==> src/core/pss_regs.svh <==
// register offsets, field positions, reset values and timing counts of the source selector
`ifndef PSS_REGS_SVH
`define PSS_REGS_SVH

// -----------------------------------------------------------------
// register offsets
// -----------------------------------------------------------------
`define PSS_ADDR_W 7
`define PSS_FORCE_CTRL_ADDR 7'h10
`define PSS_STATUS_ADDR 7'h11
`define PSS_ENABLE_ADDR 7'h12

// -----------------------------------------------------------------
// field positions and reset values
// -----------------------------------------------------------------
`define PSS_FORCE_EN_BIT 2
`define PSS_FORCE_SEL_LSB 0
`define PSS_FORCE_RESET 8'h00
`define PSS_ENABLE_RESET 8'h00
`define PSS_STAT_BUSY_BIT 2

// -----------------------------------------------------------------
// timing
// -----------------------------------------------------------------
`define PSS_CLK_HZ 10000000
`define PSS_SLOW_OSC_HZ 10000
`define PSS_SLOW_DIV (`PSS_CLK_HZ / `PSS_SLOW_OSC_HZ)
`define PSS_DEBOUNCE_MS 100
`define PSS_DEBOUNCE_TICKS (`PSS_DEBOUNCE_MS * `PSS_SLOW_OSC_HZ / 1000)
`define PSS_DEADTIME_NS 1000
`define PSS_DEADTIME_CYC ((`PSS_DEADTIME_NS * (`PSS_CLK_HZ / 1000000)) / 1000)
`define PSS_SWITCH_MAX_US 5

`endif

==> src/core/pss_pkg.sv <==
// types shared by the source selector files
package pss_pkg;

  typedef enum logic [1:0] {
    SRC_NONE,
    SRC_ADAPTER,
    SRC_REMOVABLE,
    SRC_SOLDERED
  } source_t;

  typedef enum logic [1:0] {
    SW_OFF,
    SW_BREAK,
    SW_ON
  } switch_state_t;

endpackage

==> src/core/power_source_selector.sv <==
// automatic supply source selector with break-before-make gate drive
//
// Decided for this implementation: the address map and the strobed register port.
`timescale 1ns/1ps
`default_nettype none
`include "pss_regs.svh"

// Functional notes
// when enabled the source is picked by fixed priority adapter, removable, soldered.
// a present adapter is always routed to the rail ahead of either battery; the code lets an active host force override this.
// without adapter, a present and non-flat removable cell is chosen.
// otherwise the soldered cell is chosen only if its voltage is sufficient.
// the old gate drive is turned off before the new one is turned on, within 5 us.
// removal or low voltage acts at once, insertion is qualified on the 10 kHz tick.
// after start-up the selector stays off until the internal control enables it; the code also waits for the enable register bit, which resets to 0.
// while off no switch is enabled and the rail floats.
// the host may force one source through a control register.
// a status register shows which source drives the rail.
// card mode low picks the higher adapter threshold, high the lower one.
// insertion debounce never exceeds 100 ms.
// a force holds until the host clears it, then automatic choice resumes.
// all comparator levels are synchronised before use.
module power_source_selector
  import pss_pkg::*;
(
  // clock and reset
  input wire logic sys_clk,
  input wire logic rstn,
  // internal control
  input wire logic selectorOn,
  // comparators
  input wire logic adapterHiOk,
  input wire logic adapterLoOk,
  input wire logic cardMode,
  input wire logic removableCellOk,
  input wire logic solderedCellOk,
  // register port
  input wire logic [`PSS_ADDR_W-1:0] regAddr,
  input wire logic [7:0] regWdata,
  input wire logic regWr,
  input wire logic regRd,
  output logic [7:0] regRdata,
  // gate drives, high turns the switch on
  output logic adapterGateDrive,
  output logic removableCellGateDrive,
  output logic solderedCellGateDrive,
  output pss_pkg::source_t activeSource
);
  import pss_pkg::*;

  // -----------------------------------------------------------------
  // slow tick divider
  // -----------------------------------------------------------------
  logic [9:0] divCount_r;
  logic slowTick;

  always_ff @(posedge sys_clk or negedge rstn) begin
    if (!rstn) begin
      divCount_r <= 10'h000;
    end else if (divCount_r == 10'(`PSS_SLOW_DIV - 1)) begin
      divCount_r <= 10'h000;
    end else begin
      divCount_r <= divCount_r + 10'h001;
    end
  end
  assign slowTick = (divCount_r == 10'(`PSS_SLOW_DIV - 1));

  // -----------------------------------------------------------------
  // presence qualification
  // -----------------------------------------------------------------
  logic [2:0] rawOk;
  logic [2:0] qualOk;

  // adapter threshold set chosen by card mode
  assign rawOk[0] = cardMode ? adapterLoOk : adapterHiOk;
  assign rawOk[1] = removableCellOk;
  assign rawOk[2] = solderedCellOk;

  genvar gi;
  generate
    for (gi = 0; gi < 3; gi++) begin : g_qual
      presence_qualifier u_qual (
        .sys_clk(sys_clk),
        .rstn(rstn),
        .slowTick(slowTick),
        .rawOk(rawOk[gi]),
        .qualOk(qualOk[gi])
      );
    end
  endgenerate

  // -----------------------------------------------------------------
  // registers
  // -----------------------------------------------------------------
  logic [7:0] forceCtrl_r;
  logic enable_r;
  logic forceEn;
  source_t forceSel;

  function automatic logic addrHit(input logic [`PSS_ADDR_W-1:0] a,
                                   input logic [`PSS_ADDR_W-1:0] ref_a);
    addrHit = (a == ref_a);
  endfunction

  always_ff @(posedge sys_clk or negedge rstn) begin
    if (!rstn) begin
      forceCtrl_r <= `PSS_FORCE_RESET;
    end else if (regWr && addrHit(regAddr, `PSS_FORCE_CTRL_ADDR)) begin
      forceCtrl_r <= {5'h00, regWdata[2:0]};
    end
  end

  always_ff @(posedge sys_clk or negedge rstn) begin
    if (!rstn) begin
      enable_r <= 1'(`PSS_ENABLE_RESET);
    end else if (regWr && addrHit(regAddr, `PSS_ENABLE_ADDR)) begin
      enable_r <= regWdata[0];
    end
  end

  assign forceEn = forceCtrl_r[`PSS_FORCE_EN_BIT];
  assign forceSel = source_t'(forceCtrl_r[`PSS_FORCE_SEL_LSB +: 2]);

  // -----------------------------------------------------------------
  // source choice
  // -----------------------------------------------------------------
  source_t wanted;
  logic running;

  // selector runs only when the control logic and software both enable it
  assign running = selectorOn && enable_r;

  always_comb begin
    if (!running) begin
      wanted = SRC_NONE;
    end else if (forceEn) begin
      wanted = forceSel;
    end else if (qualOk[0]) begin
      wanted = SRC_ADAPTER;
    end else if (qualOk[1]) begin
      wanted = SRC_REMOVABLE;
    end else if (qualOk[2]) begin
      wanted = SRC_SOLDERED;
    end else begin
      wanted = SRC_NONE;
    end
  end

  // -----------------------------------------------------------------
  // break-before-make sequencer
  // -----------------------------------------------------------------
  switch_state_t state_r;
  source_t target_r;
  logic [3:0] dead_r;

  always_ff @(posedge sys_clk or negedge rstn) begin
    if (!rstn) begin
      state_r <= SW_OFF;
      activeSource <= SRC_NONE;
      target_r <= SRC_NONE;
      dead_r <= 4'h0;
    end else begin
      case (state_r)
        SW_OFF: begin
          if (wanted != SRC_NONE) begin
            target_r <= wanted;
            dead_r <= 4'(`PSS_DEADTIME_CYC);
            state_r <= SW_BREAK;
          end
        end
        SW_ON: begin
          if (wanted != activeSource) begin
            activeSource <= SRC_NONE;
            target_r <= wanted;
            dead_r <= 4'(`PSS_DEADTIME_CYC);
            state_r <= (wanted == SRC_NONE) ? SW_OFF : SW_BREAK;
          end
        end
        SW_BREAK: begin
          if (wanted != target_r) begin
            target_r <= wanted;
            if (wanted == SRC_NONE) begin
              state_r <= SW_OFF;
            end
          end else if (dead_r == 4'h0) begin
            activeSource <= target_r;
            state_r <= SW_ON;
          end else begin
            dead_r <= dead_r - 4'h1;
          end
        end
        default: begin
          state_r <= SW_OFF;
          activeSource <= SRC_NONE;
        end
      endcase
    end
  end

  // gate drives decoded from the registered active source
  always_ff @(posedge sys_clk or negedge rstn) begin
    if (!rstn) begin
      adapterGateDrive <= 1'b0;
      removableCellGateDrive <= 1'b0;
      solderedCellGateDrive <= 1'b0;
    end else begin
      adapterGateDrive <= (activeSource == SRC_ADAPTER);
      removableCellGateDrive <= (activeSource == SRC_REMOVABLE);
      solderedCellGateDrive <= (activeSource == SRC_SOLDERED);
    end
  end

  // -----------------------------------------------------------------
  // read port
  // -----------------------------------------------------------------
  always_ff @(posedge sys_clk or negedge rstn) begin
    if (!rstn) begin
      regRdata <= 8'h00;
    end else if (regRd) begin
      if (addrHit(regAddr, `PSS_FORCE_CTRL_ADDR)) begin
        regRdata <= forceCtrl_r;
      end else if (addrHit(regAddr, `PSS_STATUS_ADDR)) begin
        regRdata <= {2'h0, qualOk, (state_r == SW_BREAK), activeSource};
      end else if (addrHit(regAddr, `PSS_ENABLE_ADDR)) begin
        regRdata <= {7'h00, enable_r};
      end else begin
        regRdata <= 8'h00;
      end
    end else begin
      regRdata <= 8'h00;
    end
  end

endmodule
`default_nettype wire

==> src/core/presence_qualifier.sv <==
// slow insertion debounce with instant removal for one source comparator
`timescale 1ns/1ps
`default_nettype none
`include "pss_regs.svh"

module presence_qualifier (
  // clock and reset
  input wire logic sys_clk,
  input wire logic rstn,
  // slow tick and raw level
  input wire logic slowTick,
  input wire logic rawOk,
  // qualified level
  output logic qualOk
);

  logic [10:0] count_r;
  logic sync1_r;
  logic sync2_r;

  // two-flop synchroniser
  always_ff @(posedge sys_clk or negedge rstn) begin
    if (!rstn) begin
      sync1_r <= 1'b0;
      sync2_r <= 1'b0;
    end else begin
      sync1_r <= rawOk;
      sync2_r <= sync1_r;
    end
  end

  // insertion counted in slow ticks, removal drops at once
  always_ff @(posedge sys_clk or negedge rstn) begin
    if (!rstn) begin
      count_r <= 11'h000;
      qualOk <= 1'b0;
    end else if (!sync2_r) begin
      count_r <= 11'h000;
      qualOk <= 1'b0;
    end else if (!qualOk && slowTick) begin
      if (count_r == 11'(`PSS_DEBOUNCE_TICKS - 1)) begin
        qualOk <= 1'b1;
      end else begin
        count_r <= count_r + 11'h001;
      end
    end
  end

endmodule
`default_nettype wire

==> config.mk <==
export PLATFORM = sky130hd
export DESIGN_NAME = power_source_selector
export DESIGN_NICKNAME = d
export VERILOG_FILES = /design/src/core/pss_pkg.sv /design/src/core/power_source_selector.sv /design/src/core/presence_qualifier.sv
export VERILOG_INCLUDE_DIRS = /design/src /design/src/core
export SDC_FILE = /design/constraint.sdc
export NUM_CORES = 1
export LEC_CHECK = 0
export ABC_AREA = 1
export BUFFER_PORTS_ARGS = -buffer_cell sky130_fd_sc_hd__buf_2
export CORE_UTILIZATION = 30
export CTS_BUF_LIST = sky130_fd_sc_hd__clkbuf_2 sky130_fd_sc_hd__clkbuf_4 sky130_fd_sc_hd__clkbuf_8
export DETAILED_ROUTE_END_ITERATION = 8
export SYNTH_ARGS = -nofsm -noshare
export SYNTH_HDL_FRONTEND = slang
export SYNTH_SLANG_ARGS = --single-unit
==> constraint.sdc <==
create_clock -name sys_clk -period 3.25 [get_ports sys_clk]
set_clock_uncertainty 0.1 [all_clocks]
set_input_delay 0 -clock sys_clk [delete_from_list [all_inputs] [get_ports sys_clk]]
set_output_delay 0 -clock sys_clk [all_outputs]
set_load 0.1 [all_outputs]
==> impl_metrics.sql, run 1 <==
INSERT INTO impl_metrics (metric_group, metric, value, unit) VALUES
('cts', 'cts_tree', 'built', ''),
('floorplanning', 'chipHeight', '116', 'um'),
('route', 'detailed_router_s_first_iteration_violation_count', '189', ''),
('worst_setup_path', 'endpoint_kind', 'flip-flop', ''),
('sta', 'worst-slew-pin-transition', '948', 'ps'),
('cts', 'path_clk_slew', '90', 'ps'),
('cts', 'worst_skew_pair.late_latency', '360', 'ps'),
('final_layout', 'multi_input_comb_area', '0.00178', 'mm2'),
('sta', 'maxSlewViolCount', '0', ''),
('worst_setup_path', 'ff2ff_path_depth', '8', ''),
('sta', 'period_minus_slack', '2630', 'ps'),
('floorplanning', 'die-area', '0.0135', 'mm2'),
('cts', 'htree_levels', '3', ''),
('sta', 'final.setup.tns', '0', 'ps'),
('cts', 'tritoncts.num_buffers', '9', ''),
('power', 'power.density_cell_area', '477', 'mW/mm2'),
('route', 'route.final.wire_length', '8260', 'um'),
('final_layout', 'n_antenna_cell', '0', ''),
('route', 'remaining_drc_errors', '0', ''),
('grt', 'grt_pass1_wl', '14200', 'um'),
('synthesis', 'synth.area.top_cells', 'sky130_fd_sc_hd__dfrtp_1, sky130_fd_sc_hd__nand2_1, sky130_fd_sc_hd__inv_1', ''),
('route', 'via_count', '3356', ''),
('worst_setup_path', 'timing.reg2reg.setup_slack', '910', 'ps'),
('grt', 'globalRouteTotalUtil', '0.135', ''),
('sta', 'rsz0062_at_grt', 'no', ''),
('placed_design', 'detailed_place_hpwl', '5840', 'um'),
('outcome', 'result_of_the_run', 'complete, no violations', ''),
('worst_setup_path', 'worstPathRequired', '3400', 'ps'),
('worst_setup_path', 'cp.arrival', '2780', 'ps'),
('placed_design', 'place_inst', '689', ''),
('sta', 'fin_crit_sh', '0.810', ''),
('grt', 'globalRouteOverflowTotal', '0', ''),
('grt', 'grt_start_max_net_pins', '76', ''),
('final_layout', 'ff_latch_area', '0.00188', 'mm2'),
('synthesis', 'synth.yosys.seq_area_share', '0.478', ''),
('synthesis', 'synthCells', '489', ''),
('cts', 'tritoncts_num_sinks', '75', ''),
('final_layout', 'drive_gt1_frac', '0.103', ''),
('sta', 'slew_headroom', '0.368', ''),
('min_path', 'min_path_cells', '5', ''),
('grt', 'vias_in_the_first_global_route', '3278', ''),
('sta', 'max_freq', '380', 'MHz'),
('min_path', 'timing.hold.worst.start', 'regAddr[3]', ''),
('placed_design', 'port_buffers', '30', ''),
('synthesis', 'synth-seq-cells', '75', ''),
('run', 'maxCapViolCount', '0', ''),
('synthesis', 'synth_area', '0.00393', 'mm2'),
('route', 'dr.pass1.iters', '4', ''),
('sta', 'finalHoldViolCount', '0', ''),
('final_layout', 'filler_cell_count', '1291', ''),
('final_layout', 'areaGrowthSynthToFinish', '19.9', '%'),
('cts', 'cts_max_path_buffers', '2', ''),
('cts', 'cts.repair.resized', '0', ''),
('floorplanning', 'floorplan.die.width', '116', 'um'),
('floorplanning', 'core_area', '0.0127', 'mm2'),
('route', 'ant_nets', '0', ''),
('synthesis', 'synth_top_area_frac', '0.478', ''),
('synthesis', 'avgSynthCellArea', '8.03', 'um2'),
('placed_design', 'gpl.final_weighted_congestion', '0.885', ''),
('route', 'wl_per_cell', '11.4', 'um'),
('synthesis', 'cell_type_contributing_the_most_total_cell_area_after_synthesis', 'sky130_fd_sc_hd__dfrtp_1', ''),
('grt', 'grt_antenna_before_repair', '0', ''),
('worst_setup_path', 'start_of_the_worst_register_to_register_path', 'divCount_r[0]$_DFF_PN0_', ''),
('power', 'worst_ir_drop_vdd', '0.340', 'mV'),
('min_path', 'holdCritPathClass', 'primary input to flip-flop', ''),
('sta', 'finalSetupViolations', '0', ''),
('route', 'detail_route.vias_per_cell', '4.62', ''),
('worst_setup_path', 'path_class', 'primary input to flip-flop', ''),
('worst_setup_path', 'crit_path_launch_type', 'primary input', ''),
('synthesis', 'yosys.cell_types.count', '33', ''),
('power', 'power_leakage', '0.00218', 'uW'),
('final_layout', 'final-instance-count-excl-fill', '726', ''),
('floorplanning', 'initial_utilization', '0.310', ''),
('worst_setup_path', 'regToRegEndpoint', 'g_qual[1].u_qual.count_r[6]$_DFFE_PN0P_', ''),
('final_layout', 'layout.nets', '579', ''),
('min_path', 'timing.hold.worst_endpoint', 'regRdata[0]$_DFF_PN0_', ''),
('cts', 'cts.root.buffer_cell', 'sky130_fd_sc_hd__clkbuf_8', ''),
('synthesis', 'ys_warn_count', '0', ''),
('floorplanning', 'placementRows', '41', ''),
('floorplanning', 'top_level_ports', '38', ''),
('worst_setup_path', 'critical_path.max_fanout', '5', '');
[metrics by stage]
stage                     power, uW  cell area, um2  setup slack, ps  hold WS [ps]   util
after global routing           2390            4710              440          71.7  0.372
after floorplan                1330            3930             1280          -396      -
after CTS                      2280            4710              689          10.5  0.372
after global placement         1420            4280              975          8.01  0.337
final                          2250            4710              618          28.7  0.372
after detailed placement       1430            4280              913          10.9  0.337
[cell type report]
class / count / share of cell area
Clock inverter: 7 / 0.0213
Tap cell: 172 / 0.0457
Timing Repair Buffer: 51 / 0.0770
Clock buffer: 9 / 0.0263
Sequential cell: 75 / 0.399
Multi-Input combinational cell: 346 / 0.379
Inverter: 66 / 0.0526
[worst max-delay path, cell delays in order]
cell	delay, ps
sky130_fd_sc_hd__dlygate4sd3_1	530
sky130_fd_sc_hd__buf_2	130
sky130_fd_sc_hd__nor4_1	590
sky130_fd_sc_hd__nand2_1	250
sky130_fd_sc_hd__nor2_1	130
sky130_fd_sc_hd__dlygate4sd3_1	550
sky130_fd_sc_hd__a21oi_1	40
sky130_fd_sc_hd__dlygate4sd3_1	560
[cell usage in the layout, fill, tap and decap left out, drive strengths merged, types with 3 or more instances in the layout]
master       count
a21oi            8
a31oi            3
buf             30
clkbuf           9
clkinv           6
dfrtp           75
dlygate4sd3     21
ha               5
inv             65
nand2          127
nand3           34
nand3b           3
nand4           11
nor2            49
nor3            21
nor4             5
o21ai           28
o31ai           13
xor2            27
[registers in the layout (all words and copies together) (netlist names)]
name and count:
g_qual.u_qual.count_r 33, divCount_r 10, regRdata 6, dead_r 4, forceCtrl_r 3, g_qual.u_qual.qualOk 3
g_qual.u_qual.sync1_r 3, g_qual.u_qual.sync2_r 3, activeSource 2, state_r 2, target_r 2, adapterGateDrive 1
enable_r 1, removableCellGateDrive 1, solderedCellGateDrive 1
[synthesized netlist by cell type]
master,count
sky130_fd_sc_hd__nand3_1,32
sky130_fd_sc_hd__o21bai_1,1
sky130_fd_sc_hd__nand3b_1,2
sky130_fd_sc_hd__o21ai_0,28
sky130_fd_sc_hd__nand2_2,1
sky130_fd_sc_hd__buf_4,3
sky130_fd_sc_hd__clkinv_1,2
sky130_fd_sc_hd__nand2_4,2
sky130_fd_sc_hd__and2_1,1
sky130_fd_sc_hd__nor4_4,1
sky130_fd_sc_hd__nand2_1,124
sky130_fd_sc_hd__nand3_2,2
sky130_fd_sc_hd__ha_1,5
sky130_fd_sc_hd__conb_1,1
sky130_fd_sc_hd__dfrtp_1,75
sky130_fd_sc_hd__nand3b_2,1
sky130_fd_sc_hd__inv_1,63
sky130_fd_sc_hd__o31ai_1,13
sky130_fd_sc_hd__mux2_2,1
sky130_fd_sc_hd__nor3_1,21
sky130_fd_sc_hd__and3_1,1
sky130_fd_sc_hd__xor2_1,27
sky130_fd_sc_hd__inv_2,1
sky130_fd_sc_hd__nor2_1,49
sky130_fd_sc_hd__a21boi_0,1
sky130_fd_sc_hd__nand4_1,11
sky130_fd_sc_hd__nor3b_1,1
sky130_fd_sc_hd__a21o_1,1
sky130_fd_sc_hd__nor4_1,4
sky130_fd_sc_hd__a21oi_1,8
sky130_fd_sc_hd__xnor2_1,1
sky130_fd_sc_hd__or2_2,2
sky130_fd_sc_hd__a31oi_1,3
[worst max-delay path by stage]
stage / startpoint / end / slack [ps] / cells after the start
2_1_floorplan: activeSource[0]$_DFFE_PN0P_ / dead_r[1]$_DFFE_PN0P_ / 1280 / 7
3_3_place_gp: divCount_r[0]$_DFF_PN0_ / g_qual[1].u_qual.count_r[6]$_DFFE_PN0P_ / 970 / 8
3_5_place_dp: divCount_r[0]$_DFF_PN0_ / g_qual[1].u_qual.count_r[6]$_DFFE_PN0P_ / 910 / 8
4_1_cts: regAddr[1] / forceCtrl_r[2]$_DFFE_PN0P_ / 690 / 8
5_1_grt: regAddr[0] / forceCtrl_r[2]$_DFFE_PN0P_ / 440 / 8
6_report: regAddr[1] / forceCtrl_r[2]$_DFFE_PN0P_ / 620 / 8
[timing repair]
action,in CTS,in global routing
hold buffers,21,0
setup buffers,0,0
endpoints found under the hold margin,88,0
[routing by layer]
metal	track usage	wire, um	share of wire	vias up
met5	0	0	0	-
met1	0.171	3980	0.48	1576
li1	-	-	-	1709
met4	0.0556	129	0.016	0
met2	0.218	3830	0.46	59
met3	0.0368	319	0.039	12
[cell families (layout without fill, tap and decap cells)]
family                   count (synthesis)  in the layout  synth area share
multiplexers                             1              1           0.00287
flip-flops                              75             75             0.478
other                                    1              2          0.000955
XOR/XNOR                                28             28            0.0625
AND/OR/NAND/NOR                        255            255             0.290
buffers and inverters                   69            133            0.0688
adder cells (fa/ha/maj)                  5              5            0.0159
AO/OA/AOI/OAI                           55             55            0.0813
[power breakdown]
group / switching, uW / internal (uW) / total, uW / leakage, uW
clock network: 375 / 437 / 812 / 0.000114
logic: 274 / 139 / 413 / 0.00106
registers: 37.7 / 982 / 1020 / 0.00100
total: 686 / 1560 / 2250 / 0.00218
(Power assumes the default switching activity.)
==> inputs of run 2 (changes only) <==
- clock period: 3.25 -> 2.65 ns (I/O delays scaled with it)
==> run 2 against run 1 <==
Sequential power up 23%. Power up 22%. Design area up 0.13%. Hold slack better by 16 ps. Critical endpoint unchanged. Clock power up 20%. Global-route usage up 0.46 points. Critical path type unchanged. Wire length up 0.59%. Non-clock buffer count up 1.
==> impl_metrics.sql, run 2 (synthesized netlist as in run 1, its figures left out) <==
INSERT INTO impl_metrics (metric_group, metric, value, unit) VALUES
('cts', 'cts.root.buffer_cell', 'sky130_fd_sc_hd__clkbuf_8', ''),
('power', 'p_switching', '830', 'uW'),
('sta', 'final.setup.tns', '0', 'ps'),
('grt', 'vias_in_the_first_global_route', '3321', ''),
('power', 'sw_frac_of_total', '0.304', ''),
('final_layout', 'top_register', 'g_qual.u_qual.count_r', ''),
('worst_setup_path', 'critPathMaxStageDelay', '550', 'ps'),
('worst_setup_path', 'path_class', 'primary input to flip-flop', ''),
('grt', 'grt_pass1_wl', '14700', 'um'),
('worst_setup_path', 'crit_path_launch_type', 'primary input', ''),
('grt', 'globalRouteTotalUtil', '0.140', ''),
('floorplanning', 'chipHeight', '116', 'um'),
('power', 'power_frac_clock', '0.356', ''),
('cts', 'path_clk_slew', '80', 'ps'),
('route', 'route.final.wire_length', '8310', 'um'),
('cts', 'worst_skew_pair.late_latency', '370', 'ps'),
('route', 'dr.pass1.iters', '5', ''),
('worst_setup_path', 'endpoint_kind', 'flip-flop', ''),
('worst_setup_path', 'cp_common_cell', 'sky130_fd_sc_hd__dlygate4sd3_1', ''),
('route', 'detail_route.vias_per_cell', '4.62', ''),
('worst_setup_path', 'critical_path.max_fanout', '5', ''),
('floorplanning', 'initial_utilization', '0.310', ''),
('worst_setup_path', 'worstPathRequired', '2810', 'ps'),
('worst_setup_path', 'cp.arrival', '2540', 'ps'),
('sta', 'rsz0062_at_grt', 'no', ''),
('worst_setup_path', 'chain_of_cells_forming_the_critical_path', 'dlygate4sd3_1 -> buf_2 -> nor4_2 -> nand2_1 -> nor2_1 -> dlygate4sd3_1 -> a21oi_1 -> dlygate4sd3_1', ''),
('power', 'power.share.combinational', '0.186', ''),
('grt', 'globalRouteOverflowTotal', '0', ''),
('route', 'wl_per_cell', '11.4', 'um'),
('final_layout', 'final-instance-count-excl-fill', '727', ''),
('worst_setup_path', 'crit_slowest_cell', 'sky130_fd_sc_hd__dlygate4sd3_1', ''),
('cts', 'tritoncts_num_sinks', '75', ''),
('sta', 'max_freq', '419', 'MHz'),
('power', 'seq_power_share', '0.458', ''),
('cts', 'cts_tree', 'built', ''),
('power', 'power.density_cell_area', '579', 'mW/mm2'),
('outcome', 'result_of_the_run', 'complete, no violations', ''),
('route', 'via_count', '3356', ''),
('cts', 'htree_levels', '3', ''),
('placed_design', 'dp_worst_setup_slack', '413', 'ps'),
('min_path', 'holdCritPathClass', 'primary input to flip-flop', ''),
('floorplanning', 'core_area', '0.0127', 'mm2'),
('placed_design', 'detailed_place_hpwl', '5830', 'um'),
('run', 'maxCapViolCount', '0', ''),
('power', 'power_leakage', '0.00218', 'uW'),
('power', 'cell_internal_pwr', '1900', 'uW'),
('placed_design', 'port_buffers', '30', ''),
('floorplanning', 'floorplan.die.width', '116', 'um'),
('sta', 'setup_slack', '266', 'ps'),
('sta', 'finalHoldViolCount', '0', ''),
('sta', 'slew_headroom', '0.375', ''),
('route', 'detailed_router_s_first_iteration_violation_count', '157', ''),
('placed_design', 'gpl.final_weighted_congestion', '0.921', ''),
('final_layout', 'areaGrowthSynthToFinish', '20.1', '%'),
('placed_design', 'place_inst', '690', ''),
('sta', 'maxSlewViolCount', '0', ''),
('cts', 'tritoncts.num_buffers', '9', ''),
('final_layout', 'filler_cell_count', '1308', ''),
('grt', 'grt_start_max_net_pins', '76', ''),
('sta', 'period_minus_slack', '2380', 'ps'),
('cts', 'cts.repair_timing.setup_buffer_count', '0', ''),
('cts', 'cts_max_path_buffers', '2', ''),
('sta', 'fin_crit_sh', '0.900', ''),
('final_layout', 'commonest_non_fill_non_tap_cell_in_the_layout', 'sky130_fd_sc_hd__nand2_1', ''),
('final_layout', 'largest_register_ffs', '33', ''),
('final_layout', 'layout_common_cells', 'sky130_fd_sc_hd__nand2_1, sky130_fd_sc_hd__dfrtp_1, sky130_fd_sc_hd__inv_1', ''),
('floorplanning', 'top_level_ports', '38', ''),
('floorplanning', 'placementRows', '41', ''),
('final_layout', 'drive_gt1_frac', '0.106', ''),
('final_layout', 'final_util', '0.372', ''),
('route', 'remaining_drc_errors', '0', ''),
('sta', 'worst-slew-pin-transition', '937', 'ps'),
('final_layout', 'n_antenna_cell', '0', ''),
('sta', 'finalSetupViolations', '0', ''),
('route', 'ant_nets', '0', ''),
('floorplanning', 'die-area', '0.0135', 'mm2'),
('final_layout', 'reg.largest.list', 'g_qual.u_qual.count_r x33, divCount_r x10, regRdata x6', ''),
('grt', 'grt_antenna_before_repair', '0', ''),
('sta', 'hold_slack_final', '44.6', 'ps'),
('power', 'worst_ir_drop_vdd', '0.368', 'mV'),
('final_layout', 'layout.nets', '580', '');
[run 2: repair_timing]
action	4_1_cts	5_1_grt
hold buffers	21	0
resized for setup	0	1
endpoints found under the setup margin	0	1
hold endpoints to repair	88	0
[run 2: path summary, 6_finish.rpt]
| path | startpoint | end | slack (ps) | cells past startpoint |
|---|---|---|---|---|
| setup / recovery | regAddr[1] | forceCtrl_r[2]$_DFFE_PN0P_ | 270 | 8 |
| hold / removal | regAddr[2] | regRdata[0]$_DFF_PN0_ | 40 | 5 |
| min in group asynchronous | rstn | g_qual[1].u_qual.count_r[8]$_DFFE_PN0P_ | 220 | 2 |
| hold reg to reg | g_qual[2].u_qual.sync1_r$_DFF_PN0_ | g_qual[2].u_qual.sync2_r$_DFF_PN0_ | 250 | 0 |
| max in group asynchronous | rstn | g_qual[0].u_qual.sync2_r$_DFF_PN0_ | 1610 | 2 |
| setup reg to reg | divCount_r[0]$_DFF_PN0_ | g_qual[0].u_qual.count_r[10]$_DFFE_PN0P_ | 410 | 7 |
[run 2: worst max-delay path: cells and delay by family]
| kind | cells | cell delay [ps] |
|---|---|---|
| buf+inv | 4 | 1780 |
| simple gates | 3 | 720 |
| compound gates | 1 | 40 |
[run 2: area by class of cell]
type / count / area, um2 / share of cell area
Tap cell: 172 / 215 / 0.0456
Inverter: 66 / 248 / 0.0525
Multi-Input combinational cell: 346 / 1790 / 0.379
Timing Repair Buffer: 52 / 370 / 0.0785
Clock inverter: 3 / 43.8 / 0.00929
Clock buffer: 13 / 173 / 0.0366
Sequential cell: 75 / 1880 / 0.398
[run 2: metal layers]
metal / track usage / part of all wire / wire length (um) / up-vias
li1: - / - / - / 1703
met1: 0.176 / 0.49 / 4070 / 1578
met2: 0.224 / 0.46 / 3800 / 62
met3: 0.0317 / 0.031 / 259 / 13
met4: 0.0718 / 0.021 / 176 / 0
met5: 0 / 0 / 0 / -
[run 2: per-stage QoR]
stage                     power (uW)  instance area (um2)
final                           2730                 4720
after global placement          1740                 4280
after detailed placement        1760                 4280
after global routing            2890                 4720
after floorplan                 1630                 3930
after CTS                       2760                 4710
[run 2: power by group through the flow]
stage | Sequential (uW) | Combinational (uW) | Clock (uW)
after global routing | 1260 | 579 | 1050
after global placement | 1270 | 473 | 0
final | 1250 | 507 | 973
after CTS | 1250 | 504 | 1000
after floorplan | 1280 | 355 | 0
after detailed placement | 1270 | 484 | 0
